## src/common/ext_signal_pkg.sv

```systemverilog
package ext_signal_pkg;
  // Control port functions
  typedef enum logic [2:0] {
    FN_STANDBY_REQUEST,
    FN_SAFETY_LOCKOUT,
    FN_RUN_OR_STANDBY,
    FN_RUN_OR_PAUSE,
    FN_STATE_OUTPUT
  } port_fn_e;
  // Pulse sources
  typedef enum logic [2:0] {
    SRC_MEAS_START,
    SRC_MEAS_END,
    SRC_COMPARE_ABOVE,
    SRC_COMPARE_PASS,
    SRC_COMPARE_BELOW,
    SRC_COMPARE_FAIL,
    SRC_STEP_SYNC
  } pulse_src_e;
  typedef enum logic [1:0] {
    ST_STANDBY,
    ST_OPERATE,
    ST_SUSPEND
  } op_state_e;
  localparam int CLK_HZ = 40000000;
  localparam int PULSE_SHORT_US = 10;
  localparam int PULSE_LONG_US = 100;
  localparam int PULSE_SHORT_CYC = PULSE_SHORT_US * (CLK_HZ / 1000000);
  localparam int PULSE_LONG_CYC = PULSE_LONG_US * (CLK_HZ / 1000000);
  localparam int PULSE_CNT_W = 13;
  localparam int DATA_W = 16;
endpackage : ext_signal_pkg

```

## src/verilog/input_sync.sv

```systemverilog
`timescale 1ns/1ps
module input_sync (
  // Clock and reset
  input wire logic clk,
  input wire logic rst_n,
  input wire logic ce,
  // Pin and result
  input wire logic pin,
  output logic level,
  output logic rise,
  output logic fall
);
  logic stage1;
  logic stage2;
  logic last;
  // Two flops before any logic looks at the pin
  always_ff @(posedge clk or negedge rst_n) begin
    if (!rst_n) begin
      stage1 <= 1'b0;
      stage2 <= 1'b0;
      last <= 1'b0;
    end else if (ce) begin
      stage1 <= pin;
      stage2 <= stage1;
      last <= stage2;
    end
  end
  assign level = stage2;
  assign rise = ce & stage2 & ~last;
  assign fall = ce & ~stage2 & last;
endmodule : input_sync

```

## src/verilog/pulse_stretch.sv

```systemverilog
`timescale 1ns/1ps
module pulse_stretch
  import ext_signal_pkg::*;
(
  // Clock and reset
  input wire logic clk,
  input wire logic rst_n,
  input wire logic ce,
  // Trigger and width
  input wire logic fire,
  input wire logic long_width,
  output logic pulse_n
);
  logic [PULSE_CNT_W-1:0] count;
  wire [PULSE_CNT_W-1:0] load_value = long_width ? PULSE_CNT_W'(PULSE_LONG_CYC)
                                                 : PULSE_CNT_W'(PULSE_SHORT_CYC);
  always_ff @(posedge clk or negedge rst_n) begin
    if (!rst_n) begin
      count <= '0;
      pulse_n <= 1'b1;
    end else if (ce) begin
      if (fire) begin
        count <= load_value - PULSE_CNT_W'(1);
        pulse_n <= 1'b0;
      end else if (count != '0) begin
        count <= count - PULSE_CNT_W'(1);
      end else begin
        pulse_n <= 1'b1;
      end
    end
  end
  // Width figure held by the counter
  long_width_a: assert property (@(posedge clk) disable iff (!rst_n)
    (ce && fire && long_width) ##1 (ce && !fire)[*8] |-> !pulse_n)
    else $error("pulse ended early");
endmodule : pulse_stretch

```

## src/verilog/ext_control_signal_unit.sv

```systemverilog
`timescale 1ns/1ps
// Function
// - One selectable function on the control port, or the state output.
// - Standby request mode: input rising edge forces Standby.
// - Standby request mode: input falling does not restore Operate.
// - Lockout mode: input rising edge forces Standby.
// - Lockout mode: Operate and Suspend requests refused while input high.
// - Run/standby mode: rise gives Standby, fall gives Operate.
// - Run/pause mode: rise gives Suspend, fall gives Operate.
// - State output low in Operate, high in Standby or Suspend.
// - Sync output reports exactly one selected event source.
// - Measurement start source pulses when a measurement begins.
// - Measurement end source pulses when measurement and cycle end.
// - Comparator sources pulse on above, pass, below or fail result.
// - Step sync source pulses at each pulse-source step start.
// - Pulse width selectable as 10 us or 100 us.
// - Above if over upper, pass if within limits, below if under lower.
module ext_control_signal_unit
  import ext_signal_pkg::*;
(
  // Clock and reset
  input wire logic CLK,
  input wire logic RESET_N,
  input wire logic CE,
  // Configuration
  input wire ext_signal_pkg::port_fn_e CONTROL_PORT_FUNCTION_SELECT,
  input wire ext_signal_pkg::pulse_src_e PULSE_SOURCE_SELECT,
  input wire logic PULSE_WIDTH_LONG,
  // Control port: pin in, pin out, output enable low while driving
  input wire logic CONTROL_PORT_IN,
  output logic CONTROL_PORT_OUT,
  output logic CONTROL_PORT_OE_N,
  // Front panel or remote requests, one-cycle pulses
  input wire logic REQ_OPERATE,
  input wire logic REQ_SUSPEND,
  input wire logic REQ_STANDBY,
  // Measurement events, one-cycle pulses
  input wire logic MEAS_START,
  input wire logic MEAS_DONE,
  input wire logic STEP_START,
  input wire logic signed [DATA_W-1:0] MEAS_VALUE,
  input wire logic signed [DATA_W-1:0] UPPER_LIMIT,
  input wire logic signed [DATA_W-1:0] LOWER_LIMIT,
  // Status
  output ext_signal_pkg::op_state_e OPERATING_STATE,
  output logic COMPARE_ABOVE,
  output logic COMPARE_PASS,
  output logic COMPARE_BELOW,
  output logic SYNC_OUT_N
);
  // ************************************************************
  // Reset release and input sampling
  // ************************************************************
  logic rst_meta;
  logic rst_n;
  always_ff @(posedge CLK or negedge RESET_N) begin
    if (!RESET_N) begin
      rst_meta <= 1'b0;
      rst_n <= 1'b0;
    end else begin
      rst_meta <= 1'b1;
      rst_n <= rst_meta;
    end
  end

  wire in_level;
  wire in_rise;
  wire in_fall;
  input_sync u_input_sync (
    .clk(CLK),
    .rst_n(rst_n),
    .ce(CE),
    .pin(CONTROL_PORT_IN),
    .level(in_level),
    .rise(in_rise),
    .fall(in_fall)
  );

  // ************************************************************
  // Operating state
  // ************************************************************
  op_state_e state;
  op_state_e next_state;
  wire fn_standby_request = CONTROL_PORT_FUNCTION_SELECT == FN_STANDBY_REQUEST;
  wire fn_safety_lockout = CONTROL_PORT_FUNCTION_SELECT == FN_SAFETY_LOCKOUT;
  wire fn_run_or_standby = CONTROL_PORT_FUNCTION_SELECT == FN_RUN_OR_STANDBY;
  wire fn_run_or_pause = CONTROL_PORT_FUNCTION_SELECT == FN_RUN_OR_PAUSE;
  wire fn_state_output = CONTROL_PORT_FUNCTION_SELECT == FN_STATE_OUTPUT;
  // Only one of the decodes can be true, so the port has one job
  wire lockout_active = fn_safety_lockout & in_level;
  wire force_standby = (fn_standby_request | fn_safety_lockout | fn_run_or_standby)
                       & in_rise;
  wire force_operate = (fn_run_or_standby | fn_run_or_pause) & in_fall;
  wire force_suspend = fn_run_or_pause & in_rise;

  // Port edges win over panel requests; a falling edge in standby
  // request mode is simply not decoded, so Operate needs a request.
  always_comb begin
    next_state = state;
    if (force_standby) begin
      next_state = ST_STANDBY;
    end else if (force_suspend) begin
      next_state = ST_SUSPEND;
    end else if (force_operate) begin
      next_state = ST_OPERATE;
    end else if (REQ_STANDBY) begin
      next_state = ST_STANDBY;
    end else if (lockout_active) begin
      next_state = state;
    end else if (REQ_OPERATE) begin
      next_state = ST_OPERATE;
    end else if (REQ_SUSPEND) begin
      case (state)
        ST_OPERATE: next_state = ST_SUSPEND;
        ST_SUSPEND: next_state = ST_SUSPEND;
        default: next_state = state;
      endcase
    end
  end

  always_ff @(posedge CLK or negedge rst_n) begin
    if (!rst_n) begin
      state <= ST_STANDBY;
    end else if (CE) begin
      state <= next_state;
    end
  end

  always_ff @(posedge CLK or negedge rst_n) begin
    if (!rst_n) begin
      CONTROL_PORT_OUT <= 1'b1;
      CONTROL_PORT_OE_N <= 1'b1;
    end else if (CE) begin
      CONTROL_PORT_OUT <= (next_state != ST_OPERATE);
      CONTROL_PORT_OE_N <= ~fn_state_output;
    end
  end
  assign OPERATING_STATE = state;

  // ************************************************************
  // Comparator and pulse source selection
  // ************************************************************
  wire above = MEAS_VALUE > UPPER_LIMIT;
  wire below = MEAS_VALUE < LOWER_LIMIT;
  wire pass = ~above & ~below;
  always_ff @(posedge CLK or negedge rst_n) begin
    if (!rst_n) begin
      COMPARE_ABOVE <= 1'b0;
      COMPARE_PASS <= 1'b0;
      COMPARE_BELOW <= 1'b0;
    end else if (CE && MEAS_DONE) begin
      COMPARE_ABOVE <= above;
      COMPARE_PASS <= pass;
      COMPARE_BELOW <= below;
    end
  end

  // Results are judged on the done strobe, when the value is settled
  logic fire;
  always_comb begin
    case (PULSE_SOURCE_SELECT)
      SRC_MEAS_START: fire = MEAS_START;
      SRC_MEAS_END: fire = MEAS_DONE;
      SRC_COMPARE_ABOVE: fire = MEAS_DONE & above;
      SRC_COMPARE_PASS: fire = MEAS_DONE & pass;
      SRC_COMPARE_BELOW: fire = MEAS_DONE & below;
      SRC_COMPARE_FAIL: fire = MEAS_DONE & (above | below);
      SRC_STEP_SYNC: fire = STEP_START;
      default: fire = 1'b0;
    endcase
  end

  pulse_stretch u_pulse_stretch (
    .clk(CLK),
    .rst_n(rst_n),
    .ce(CE),
    .fire(fire),
    .long_width(PULSE_WIDTH_LONG),
    .pulse_n(SYNC_OUT_N)
  );

  // ************************************************************
  // Checks
  // ************************************************************
  // Port edges first: they override anything the panel asks for
  standby_on_rise_a: assert property (@(posedge CLK) disable iff (!rst_n)
    CE && in_rise && (fn_standby_request || fn_safety_lockout || fn_run_or_standby)
    |=> state == ST_STANDBY)
    else $error("rise did not force standby");

  lockout_refuse_a: assert property (@(posedge CLK) disable iff (!rst_n)
    CE && fn_safety_lockout && in_level && state == ST_STANDBY |=> state == ST_STANDBY)
    else $error("lockout let state leave standby");

  no_fall_restore_a: assert property (@(posedge CLK) disable iff (!rst_n)
    CE && fn_standby_request && in_fall && !REQ_OPERATE && state == ST_STANDBY
    |=> state == ST_STANDBY)
    else $error("falling edge restored operate");

  run_on_fall_a: assert property (@(posedge CLK) disable iff (!rst_n)
    CE && in_fall && (fn_run_or_standby || fn_run_or_pause) |=> state == ST_OPERATE)
    else $error("fall did not give operate");

  pause_on_rise_a: assert property (@(posedge CLK) disable iff (!rst_n)
    CE && in_rise && fn_run_or_pause |=> state == ST_SUSPEND)
    else $error("rise did not give suspend");

  lockout_no_run_a: assert property (@(posedge CLK) disable iff (!rst_n)
    CE && fn_safety_lockout && in_level && state != ST_OPERATE |=> state != ST_OPERATE)
    else $error("lockout let operate in");

  lockout_no_pause_a: assert property (@(posedge CLK) disable iff (!rst_n)
    CE && fn_safety_lockout && in_level && state != ST_SUSPEND |=> state != ST_SUSPEND)
    else $error("lockout let suspend in");

  lockout_fall_a: assert property (@(posedge CLK) disable iff (!rst_n)
    CE && fn_safety_lockout && in_fall && !REQ_OPERATE && !REQ_SUSPEND && !REQ_STANDBY
    |=> $stable(state))
    else $error("lockout fall changed state");

  standby_stays_a: assert property (@(posedge CLK) disable iff (!rst_n)
    CE && fn_standby_request && !REQ_OPERATE && state == ST_STANDBY |=> state == ST_STANDBY)
    else $error("standby left without request");

  // ************************************************************
  // Panel and remote requests
  // ************************************************************
  request_standby_a: assert property (@(posedge CLK) disable iff (!rst_n)
    CE && REQ_STANDBY && !force_suspend && !force_operate |=> state == ST_STANDBY)
    else $error("standby request ignored");

  request_run_a: assert property (@(posedge CLK) disable iff (!rst_n)
    CE && REQ_OPERATE && !REQ_STANDBY && !lockout_active && !in_rise && !in_fall
    |=> state == ST_OPERATE)
    else $error("operate request ignored");

  request_pause_a: assert property (@(posedge CLK) disable iff (!rst_n)
    CE && REQ_SUSPEND && !REQ_OPERATE && !REQ_STANDBY && !lockout_active
    && !in_rise && !in_fall && state == ST_OPERATE |=> state == ST_SUSPEND)
    else $error("suspend request ignored");

  // ************************************************************
  // Control port direction and level
  // ************************************************************
  state_output_a: assert property (@(posedge CLK) disable iff (!rst_n)
    $past(CE) && !CONTROL_PORT_OE_N |-> CONTROL_PORT_OUT == (state != ST_OPERATE))
    else $error("state output level wrong");

  port_released_a: assert property (@(posedge CLK) disable iff (!rst_n)
    CE && !fn_state_output |=> CONTROL_PORT_OE_N)
    else $error("port driven in an input mode");

  port_driven_a: assert property (@(posedge CLK) disable iff (!rst_n)
    CE && fn_state_output |=> !CONTROL_PORT_OE_N)
    else $error("port not driven in output mode");

  edge_exclusive_a: assert property (@(posedge CLK) disable iff (!rst_n)
    !(in_rise && in_fall))
    else $error("rise and fall together");

  // ************************************************************
  // Sync output
  // ************************************************************
  pulse_on_start_a: assert property (@(posedge CLK) disable iff (!rst_n)
    CE && PULSE_SOURCE_SELECT == SRC_MEAS_START && MEAS_START |=> !SYNC_OUT_N)
    else $error("no pulse on measurement start");

  pulse_on_end_a: assert property (@(posedge CLK) disable iff (!rst_n)
    CE && PULSE_SOURCE_SELECT == SRC_MEAS_END && MEAS_DONE |=> !SYNC_OUT_N)
    else $error("no pulse on measurement end");

  pulse_on_step_a: assert property (@(posedge CLK) disable iff (!rst_n)
    CE && PULSE_SOURCE_SELECT == SRC_STEP_SYNC && STEP_START |=> !SYNC_OUT_N)
    else $error("no pulse on step start");

  above_pulse_a: assert property (@(posedge CLK) disable iff (!rst_n)
    CE && PULSE_SOURCE_SELECT == SRC_COMPARE_ABOVE && MEAS_DONE && above |=> !SYNC_OUT_N)
    else $error("no pulse on compare above");

  pass_pulse_a: assert property (@(posedge CLK) disable iff (!rst_n)
    CE && PULSE_SOURCE_SELECT == SRC_COMPARE_PASS && MEAS_DONE && pass |=> !SYNC_OUT_N)
    else $error("no pulse on compare pass");

  below_pulse_a: assert property (@(posedge CLK) disable iff (!rst_n)
    CE && PULSE_SOURCE_SELECT == SRC_COMPARE_BELOW && MEAS_DONE && below |=> !SYNC_OUT_N)
    else $error("no pulse on compare below");

  fail_pulse_a: assert property (@(posedge CLK) disable iff (!rst_n)
    CE && PULSE_SOURCE_SELECT == SRC_COMPARE_FAIL && MEAS_DONE && (above || below)
    |=> !SYNC_OUT_N)
    else $error("no pulse on compare fail");

  // A quiet source must leave the line alone
  idle_high_a: assert property (@(posedge CLK) disable iff (!rst_n)
    CE && SYNC_OUT_N && !fire |=> SYNC_OUT_N)
    else $error("sync output left rest level");

  other_source_a: assert property (@(posedge CLK) disable iff (!rst_n)
    CE && PULSE_SOURCE_SELECT == SRC_STEP_SYNC && !STEP_START && SYNC_OUT_N |=> SYNC_OUT_N)
    else $error("unselected event made a pulse");

  short_width_a: assert property (@(posedge CLK) disable iff (!rst_n)
    (CE && fire && !PULSE_WIDTH_LONG) ##1 (CE && !fire)[*8] |-> !SYNC_OUT_N)
    else $error("short pulse ended early");

  // ************************************************************
  // Comparator
  // ************************************************************
  compare_class_a: assert property (@(posedge CLK) disable iff (!rst_n)
    $onehot({above, pass, below}))
    else $error("comparator classes overlap");

  compare_latch_a: assert property (@(posedge CLK) disable iff (!rst_n)
    CE && MEAS_DONE |=> $onehot({COMPARE_ABOVE, COMPARE_PASS, COMPARE_BELOW}))
    else $error("latched result not one class");
endmodule : ext_control_signal_unit

```

## config.mk

```make
export PLATFORM = sky130hd
export DESIGN_NAME = ext_control_signal_unit
export DESIGN_NICKNAME = d
export VERILOG_FILES = /design/src/common/ext_signal_pkg.sv /design/src/verilog/input_sync.sv /design/src/verilog/pulse_stretch.sv /design/src/verilog/ext_control_signal_unit.sv
export SDC_FILE = /design/constraint.sdc
export NUM_CORES = 1
export LEC_CHECK = 0
export BUFFER_PORTS_ARGS = -buffer_cell sky130_fd_sc_hd__clkbuf_2
export CAP_MARGIN = 5
export CORE_UTILIZATION = 47
export DETAILED_ROUTE_END_ITERATION = 12
export PLACE_DENSITY = 0.77
export SLEW_MARGIN = 20
export SYNTH_ARGS = -nofsm -noshare
export SYNTH_HDL_FRONTEND = slang
export SYNTH_SLANG_ARGS = --single-unit
```

## constraint.sdc

```tcl
create_clock -name CLK -period 0.8 [get_ports CLK]
set_input_delay 0.08 -clock CLK [delete_from_list [all_inputs] [get_ports CLK]]
set_output_delay 0.08 -clock CLK [all_outputs]
set_load 0.1 [all_outputs]
```

==> summary.md, run 1 <==
| Metric | Value |
|---|---|
| CTS Buffer Depth | `2` |
| CP arrival | `3820 ps` |
| GPL Wtd Cong | `0.893` |
| H-tree depth | `1` |
| Skew final | `3.98 ps` |
| Vias in the first global route | `3290` |
| Critical path fanouts, max | `4` |
| Status | `complete, but fails checks` |
| Yosys reg bits | `26` |
| Syn nets | `377` |
| Finished Layout Cells | `512` |
| Worst Hold Depth | `2` |
| First-pass GRT wire length | `15700 um` |
| WS Path Type | `primary input to flip-flop` |
| Root Driver | `clkbuf_8` |
| Shortest period the worst path allows | `3630 ps` |
| Lkg Pwr | `2.10 nW` |
| Total core area | `4750 um^2` |
| Pin count of the biggest net entering global routing | `25` |
| Routed wire per std cell | `26.3 um` |
| Crit Reg-Reg Endpoint | `u_pulse_stretch.count[6]` |
| Largest cells by area after synthesis | `dfrtp_1 25%, ha_1 18%, inv_1 5.8%` |
| Fin crit share | `4.54` |
| Unique cell type count in the Yosys netlist | `59` |
| Crit path setup slack, layout | `-2830 ps` |
| Power Density | `1680 nW/um^2` |
| Final Slew Violations | `0` |
| Worst Min Path Start | `CONTROL_PORT_IN` |
| Max frequency | `275 MHz` |
| Total number of yosys warnings | `0` |
| Post-synthesis sequential area ratio | `0.280` |
| Die span in x | `72.5 um` |
| Die height | `72.5 um` |
| Synthesized area | `2330 um^2` |
| Max-cap violations | `0` |
| DRT iter0 DRCs | `556` |
| Clock sink total | `26` |
| Final Hold Fails | `0` |
| Hold WC Path Type | `primary input to flip-flop` |
| Initial DRT Pass Iterations | `5` |
| Vias per cell | `6.79` |
| Critical path capture point type | `flip-flop` |
| Worst skew pair latency | `300 ps` |
| R2R Setup Slk | `-1660 ps` |
| Reg clk slew, reported paths | `110 ps` |
| Tot GR Track Use | `0.391` |
| Share of the synthesized area in the top cell type | `0.247` |
| Unrepaired setup endpoints after global routing | `true` |
| Main synth FF type | `dfrtp_1` |
| Die ar. | `5250 um^2` |
| Total congestion overflow | `0` |
| Area leader, netlist | `dfrtp_1` |
| TritonCTS clock tree | `done` |
| Post-route DRC | `0` |
| ANT nets after route | `0` |
| Post-placement cell count | `486` |
| Starting density of the core | `0.491` |
| Area Growth Syn to Fin | `94.2%` |
| Avg Synthesized Cell Area | `8.39 um^2` |
| Ratio of cells with drive above 1 in the final layout | `0.620` |
| Worst reg2reg path depth | `10` |
| Initial antenna violation count | `0` |
| # nets final | `545` |
| N_diodes | `0` |
| WHS Endpoint | `u_input_sync.stage1` |
| IO Pins | `73` |
| Violated checks | `setup timing` |
| Endpoints failing setup | `31` |
| Crit start category | `primary input` |
| Worst vdd ir | `1920 uV` |
| CTS Buf Count | `3` |
| Pwr Total | `7.61 mW` |
| DP HPWL | `5960 um` |
| Critical Path RT | `990 ps` |
| Drt total wl | `13400 um` |
| Cells after Synth | `278` |
| EDFF count, synth | `0` |
| Worst r2r src | `u_pulse_stretch.count[3]` |
| PortBufs | `72` |
| Synth async-reset ratio | `1.00` |
| DR vias | `3474` |
| Fill cell count | `121` |
| # rows | `25` |
per-stage QoR:
stage | setup TNS, ps | utilization | hold slack [ps] | setup slack [ps] | instance area (um^2)
after detailed placement | -35310 | 0.814 | -124 | -2510 | 3870
after CTS | -32350 | 0.907 | 25.0 | -2070 | 4310
after global placement | -33760 | 0.814 | -134 | -2420 | 3870
after global routing | -42030 | 0.953 | 2.51 | -2860 | 4530
final | -40220 | 0.953 | 16.7 | -2830 | 4530
after floorplan | -29470 | - | -216 | -2270 | 2760
synthesized netlist by cell type (2+ instances only):
cell type and instances:
a211oi_1 3, a211o_1 3, a21oi_1 16, or3_1 5
nand2b_1 2, and3_1 2, o311ai_0 2, clkbuf_1 3
nor2b_1 3, and2_1 5, a31oi_1 4, o31ai_1 3
nor4b_1 2, nand4_1 3, o211ai_1 2, inv_1 36
a21o_1 3, ha_1 34, nor2_1 18, mux2_2 3
nand3_1 4, dfstp_2 3, o21a_1 4, o22ai_1 6
a211oi_2 2, nor4_1 7, nand2_1 30, nor3_1 5
o21ai_0 13, dfrtp_1 23
sequential cells by signal, summed over array words and instances (netlist names):
| name | cells |
|---|---|
| u_pulse_stretch.count | 13 |
| OPERATING_STATE | 2 |
| COMPARE_ABOVE | 1 |
| COMPARE_BELOW | 1 |
| COMPARE_PASS | 1 |
| CONTROL_PORT_OE_N | 1 |
| CONTROL_PORT_OUT | 1 |
| rst_meta | 1 |
| rst_n | 1 |
| u_input_sync.last | 1 |
| u_input_sync.level | 1 |
| u_input_sync.stage1 | 1 |
| u_pulse_stretch.pulse_n | 1 |
what timing repair did:
action,4_1_cts,5_1_grt
endpoints found under the setup margin,31,31
pin swaps,38,33
gates cloned,0,0
buffers inserted,18,8
gates resized for setup,43,58
hold endpoints to repair,2,0
hold buffers,1,0
per-layer routing:
metal / track usage / part of all wire
met1: 0.418 / 0.31
met5: 0 / 0
met2: 0.706 / 0.46
met3: 0.0569 / 0.13
met4: 0.268 / 0.11
worst max-delay path, stage by stage:
cell and delay [ps]:
buf_8 100, ha_4 280, nand4_1 350, nor4_2 470, a21boi_2 250, o311a_4 200
buf_6 130, o311ai_4 110, a22oi_2 310, nand2_4 130, nand2_4 90, ha_4 160
and2_4 140, nor4b_4 320, nand2_1 180, and2_1 200, o22ai_1 190, o21ai_1 110
how the worst max path moves through the flow:
stage | start | to | slack, ps | cells past startpoint
finish | MEAS_VALUE[10] | u_pulse_stretch.count[6] | -2830 | 18
global route | MEAS_VALUE[8] | u_pulse_stretch.count[6] | -2860 | 18
CTS | MEAS_VALUE[13] | u_pulse_stretch.count[4] | -2070 | 15
detailed placement | UPPER_LIMIT[13] | u_pulse_stretch.count[4] | -2510 | 16
global placement | UPPER_LIMIT[13] | u_pulse_stretch.count[4] | -2420 | 16
floorplan | MEAS_VALUE[13] | u_pulse_stretch.count[10] | -2270 | 15
power by group:
group	switching [mW]	leakage [nW]	total, mW	internal [mW]
sequential	0.281	0.301	1.90	1.62
clock	0.543	0.0357	1.22	0.674
combinational	2.39	1.76	4.49	2.10
total	3.21	2.10	7.61	4.40
cell type report:
class                   count  area [um^2]  share of cell area
repair buffers            168         1400               0.308
clock buffers               3         41.3             0.00911
well taps                  67         83.8              0.0185
flip-flops and latches     26          678               0.150
multi-input cells         210         2130               0.470
inverters                  37          174              0.0384
clock inverters             1         30.0             0.00663
kinds of logic after synthesis:
logic type               Yosys count  synth area share
flip-flops                        26             0.280
AND/OR/NAND/NOR                   95             0.213
multiplexers                       4            0.0188
buffers and inverters             42            0.0724
XOR/XNOR                           1           0.00375
AO/OA/AOI/OAI                     75             0.227
adder cells (fa/ha/maj)           34             0.182
other                              1           0.00161
placed cells by master (no fill, tap or decap), types with 4 or more instances in the layout:
cell	n
nand2_1	23
buf_4	80
buf_12	11
a21oi_1	9
buf_8	6
o21ai_2	6
clkbuf_2	51
dfrtp_1	17
clkbuf_8	5
o21ai_1	6
or3_1	5
inv_2	6
ha_1	16
nor4_2	4
inv_1	22
nor2_1	15
o21a_1	4
nand3_1	4
inv_4	5
dfrtp_2	4
buf_6	17
a21oi_2	6
nand2_4	4
ha_4	18
No activity file was read; power rests on OpenSTA's default activity.
==> run 2, diff against run 1 <==
- GPL_TIMING_DRIVEN: unset -> 0
==> run 2 against run 1 <==
The flow still finishes with violations (setup timing); routed wire length decreased by 47%; non-clock buffer count decreased by 63; sequential power increased by 12%; global-route usage decreased by 12 points; via count decreased by 27%; final cell count decreased by 12%; power decreased by 23%; fmax increased by 20%; clock-buffer cell count increased by 1.
==> summary.md, run 2 (synthesized netlist as in run 1, its figures left out) <==
| Metric | Value |
|---|---|
| Status | `complete, but fails checks` |
| Violated checks | `setup timing` |
| Fill cell count | `276 (+130%)` |
| Final Slew Violations | `0 (unchanged)` |
| Most frequent cells in the layout | `56 x clkbuf_2, 24 x inv_1, 24 x nand2_1` |
| Total core area | `4750 um^2 (unchanged)` |
| Fin crit share | `3.80 (-0.746)` |
| DP HPWL | `4610 um (-23%)` |
| Buffer and inverter count on the worst path | `3 (+1)` |
| Crit path setup slack, layout | `-2240 ps (+597 ps)` |
| Clock sink total | `26 (unchanged)` |
| Post-placement cell count | `417 (-14%)` |
| Dpl ws | `-2710 ps (-198 ps)` |
| First-pass GRT wire length | `11000 um (-30%)` |
| DRT iter0 DRCs | `129 (-77%)` |
| H-tree depth | `1 (unchanged)` |
| Die span in x | `72.5 um (unchanged)` |
| Worst Hold Depth | `2 (unchanged)` |
| WS Path Type | `primary input to flip-flop` |
| Pwr Total | `5.85 mW (-23%)` |
| Routed wire per std cell | `15.9 um (-39%)` |
| DR vias | `2528 (-27%)` |
| CP arrival | `3190 ps (-630 ps)` |
| Worst r2r src | `u_pulse_stretch.count[5]` |
| Power Density | `1500 nW/um^2 (-11%)` |
| Initial DRT Pass Iterations | `4 (-1)` |
| Slowest stage delay, CP | `570 ps (+100 ps)` |
| Critical Path RT | `950 ps (-40 ps)` |
| Initial antenna violation count | `0 (unchanged)` |
| R2R Setup Slk | `-1530 ps (+130 ps)` |
| Max frequency | `329 MHz (+20%)` |
| Worst-path cell chain | `clkbuf_2 > inv_2 > ha_4 > nor2b_1 > o211ai_1 > a21boi_2 > o311a_4 > or4_4 > a211o_4 > nand2_4 > nand2_4 > ha_4 > and2_4 > nor4b_4 > buf_4 > a211oi_2 > nor4_1` |
| Fin util | `0.821 (-0.132)` |
| Max reg flops | `13 (unchanged)` |
| CTS Buf Count | `3 (unchanged)` |
| ANT nets after route | `0 (unchanged)` |
| Placement Cell Area | `3200 um^2 (-17%)` |
| Lkg Pwr | `1.75 nW (-16%)` |
| Worst skew pair latency | `270 ps (-30 ps)` |
| Pin count of the biggest net entering global routing | `25 (unchanged)` |
| CTS Buffer Depth | `2 (unchanged)` |
| Worst path slowest cell | `or4_4` |
| Critical path capture point type | `flip-flop` |
| Max-cap violations | `0 (unchanged)` |
| Final instance area | `3900 um^2 (-14%)` |
| Crit start category | `primary input` |
| Worst-margin pin slew | `555 ps` |
| Critical path fanouts, max | `4 (unchanged)` |
| Reg clk slew, reported paths | `90 ps (-20 ps)` |
| Shortest period the worst path allows | `3040 ps (-597 ps)` |
| Starting density of the core | `0.491 (unchanged)` |
| # rows | `25 (unchanged)` |
| Worst rel slew slack | `0.630` |
| Skew final | `2.01 ps (-1.97 ps)` |
| Die ar. | `5250 um^2 (unchanged)` |
| WHS Endpoint | `CONTROL_PORT_OE_N` |
| Ratio of cells with drive above 1 in the final layout | `0.539 (-0.0810)` |
| Endpoints failing setup | `31 (unchanged)` |
| Area Growth Syn to Fin | `67.2%` |
| Root Driver | `clkbuf_8` |
| Unrepaired setup endpoints after global routing | `true` |
| Total congestion overflow | `0 (unchanged)` |
| Worst Min Path Start | `CONTROL_PORT_FUNCTION_SELECT[2]` |
| Vias per cell | `5.63 (-17%)` |
| Tot GR Track Use | `0.268 (-0.123)` |
| # nets final | `482 (-12%)` |
| Final Hold Fails | `0 (unchanged)` |
| Most common cell after layout, fill and taps aside | `clkbuf_2` |
| TritonCTS clock tree | `done` |
| N_diodes | `0 (unchanged)` |
| Die height | `72.5 um (unchanged)` |
| PortBufs | `72 (unchanged)` |
| Worst path top cell family by delay | `compound AO/OA/AOI/OAI gates` |
| Crit Reg-Reg Endpoint | `u_pulse_stretch.count[10]` |
| Post-route DRC | `0 (unchanged)` |
| GPL Wtd Cong | `0.857 (-4.1%)` |
| IO Pins | `73 (unchanged)` |
| Worst vdd ir | `1560 uV (-18%)` |
| Worst reg2reg path depth | `8 (-2)` |
| Finished Layout Cells | `449 (-12%)` |
| Largest register by flop count | `u_pulse_stretch.count` |
| Hold WC Path Type | `primary input to flip-flop` |
| Vias in the first global route | `2398 (-27%)` |
| Drt total wl | `7150 um (-47%)` |
## run 2: layout make-up
type                    count  area, um^2  share of cell area
clock buffers               4        45.0              0.0115
flip-flops and latches     26         679               0.174
plain buffers               5        32.5             0.00834
multi-input cells         210        2050               0.525
repair buffers            100         840               0.215
well taps                  67        83.8              0.0215
inverters                  37         174              0.0446
## run 2: worst max-delay path by stage
stage	startpoint	endpoint	slack, ps	depth (start not counted)
global route	MEAS_VALUE[10]	u_pulse_stretch.count[12]	-2390	19
finish	UPPER_LIMIT[1]	u_pulse_stretch.count[4]	-2240	17
detailed placement	UPPER_LIMIT[10]	u_pulse_stretch.count[10]	-2710	17
global placement	UPPER_LIMIT[10]	u_pulse_stretch.count[10]	-2710	17
CTS	UPPER_LIMIT[13]	u_pulse_stretch.count[10]	-2210	17
floorplan	MEAS_VALUE[13]	u_pulse_stretch.count[10]	-2270	15
## run 2: power breakdown
part / internal [mW] / switching (mW) / leakage (nW)
registers: 1.62 / 0.496 / 0.300
logic: 1.49 / 1.49 / 1.43
clock network: 0.357 / 0.405 / 0.0228
total: 3.47 / 2.39 / 1.75
## run 2: layer usage
metal	vias up	share of wire	global-route usage
li1	1231	-	-
met1	1216	0.43	0.347
met2	75	0.52	0.496
met3	6	0.044	0.0194
met4	0	0.0057	0.0392
met5	-	0	0
## run 2: through the flow
| stage | hold WS, ps | setup TNS, ps |
|---|---|---|
| floorplan | -216 | -29470 |
| global placement | -134 | -43520 |
| detailed placement | -133 | -44130 |
| CTS | 11.8 | -32390 |
| global route | 32.1 | -34900 |
| finish | 38.3 | -32850 |
## run 2: timing repair
item | 4_1_cts | 5_1_grt
setup buffers | 18 | 10
hold buffers | 1 | 0
pin swaps | 25 | 30
gates resized for setup | 55 | 48
setup endpoints to repair | 55 | 31
endpoints found under the hold margin | 2 | 0
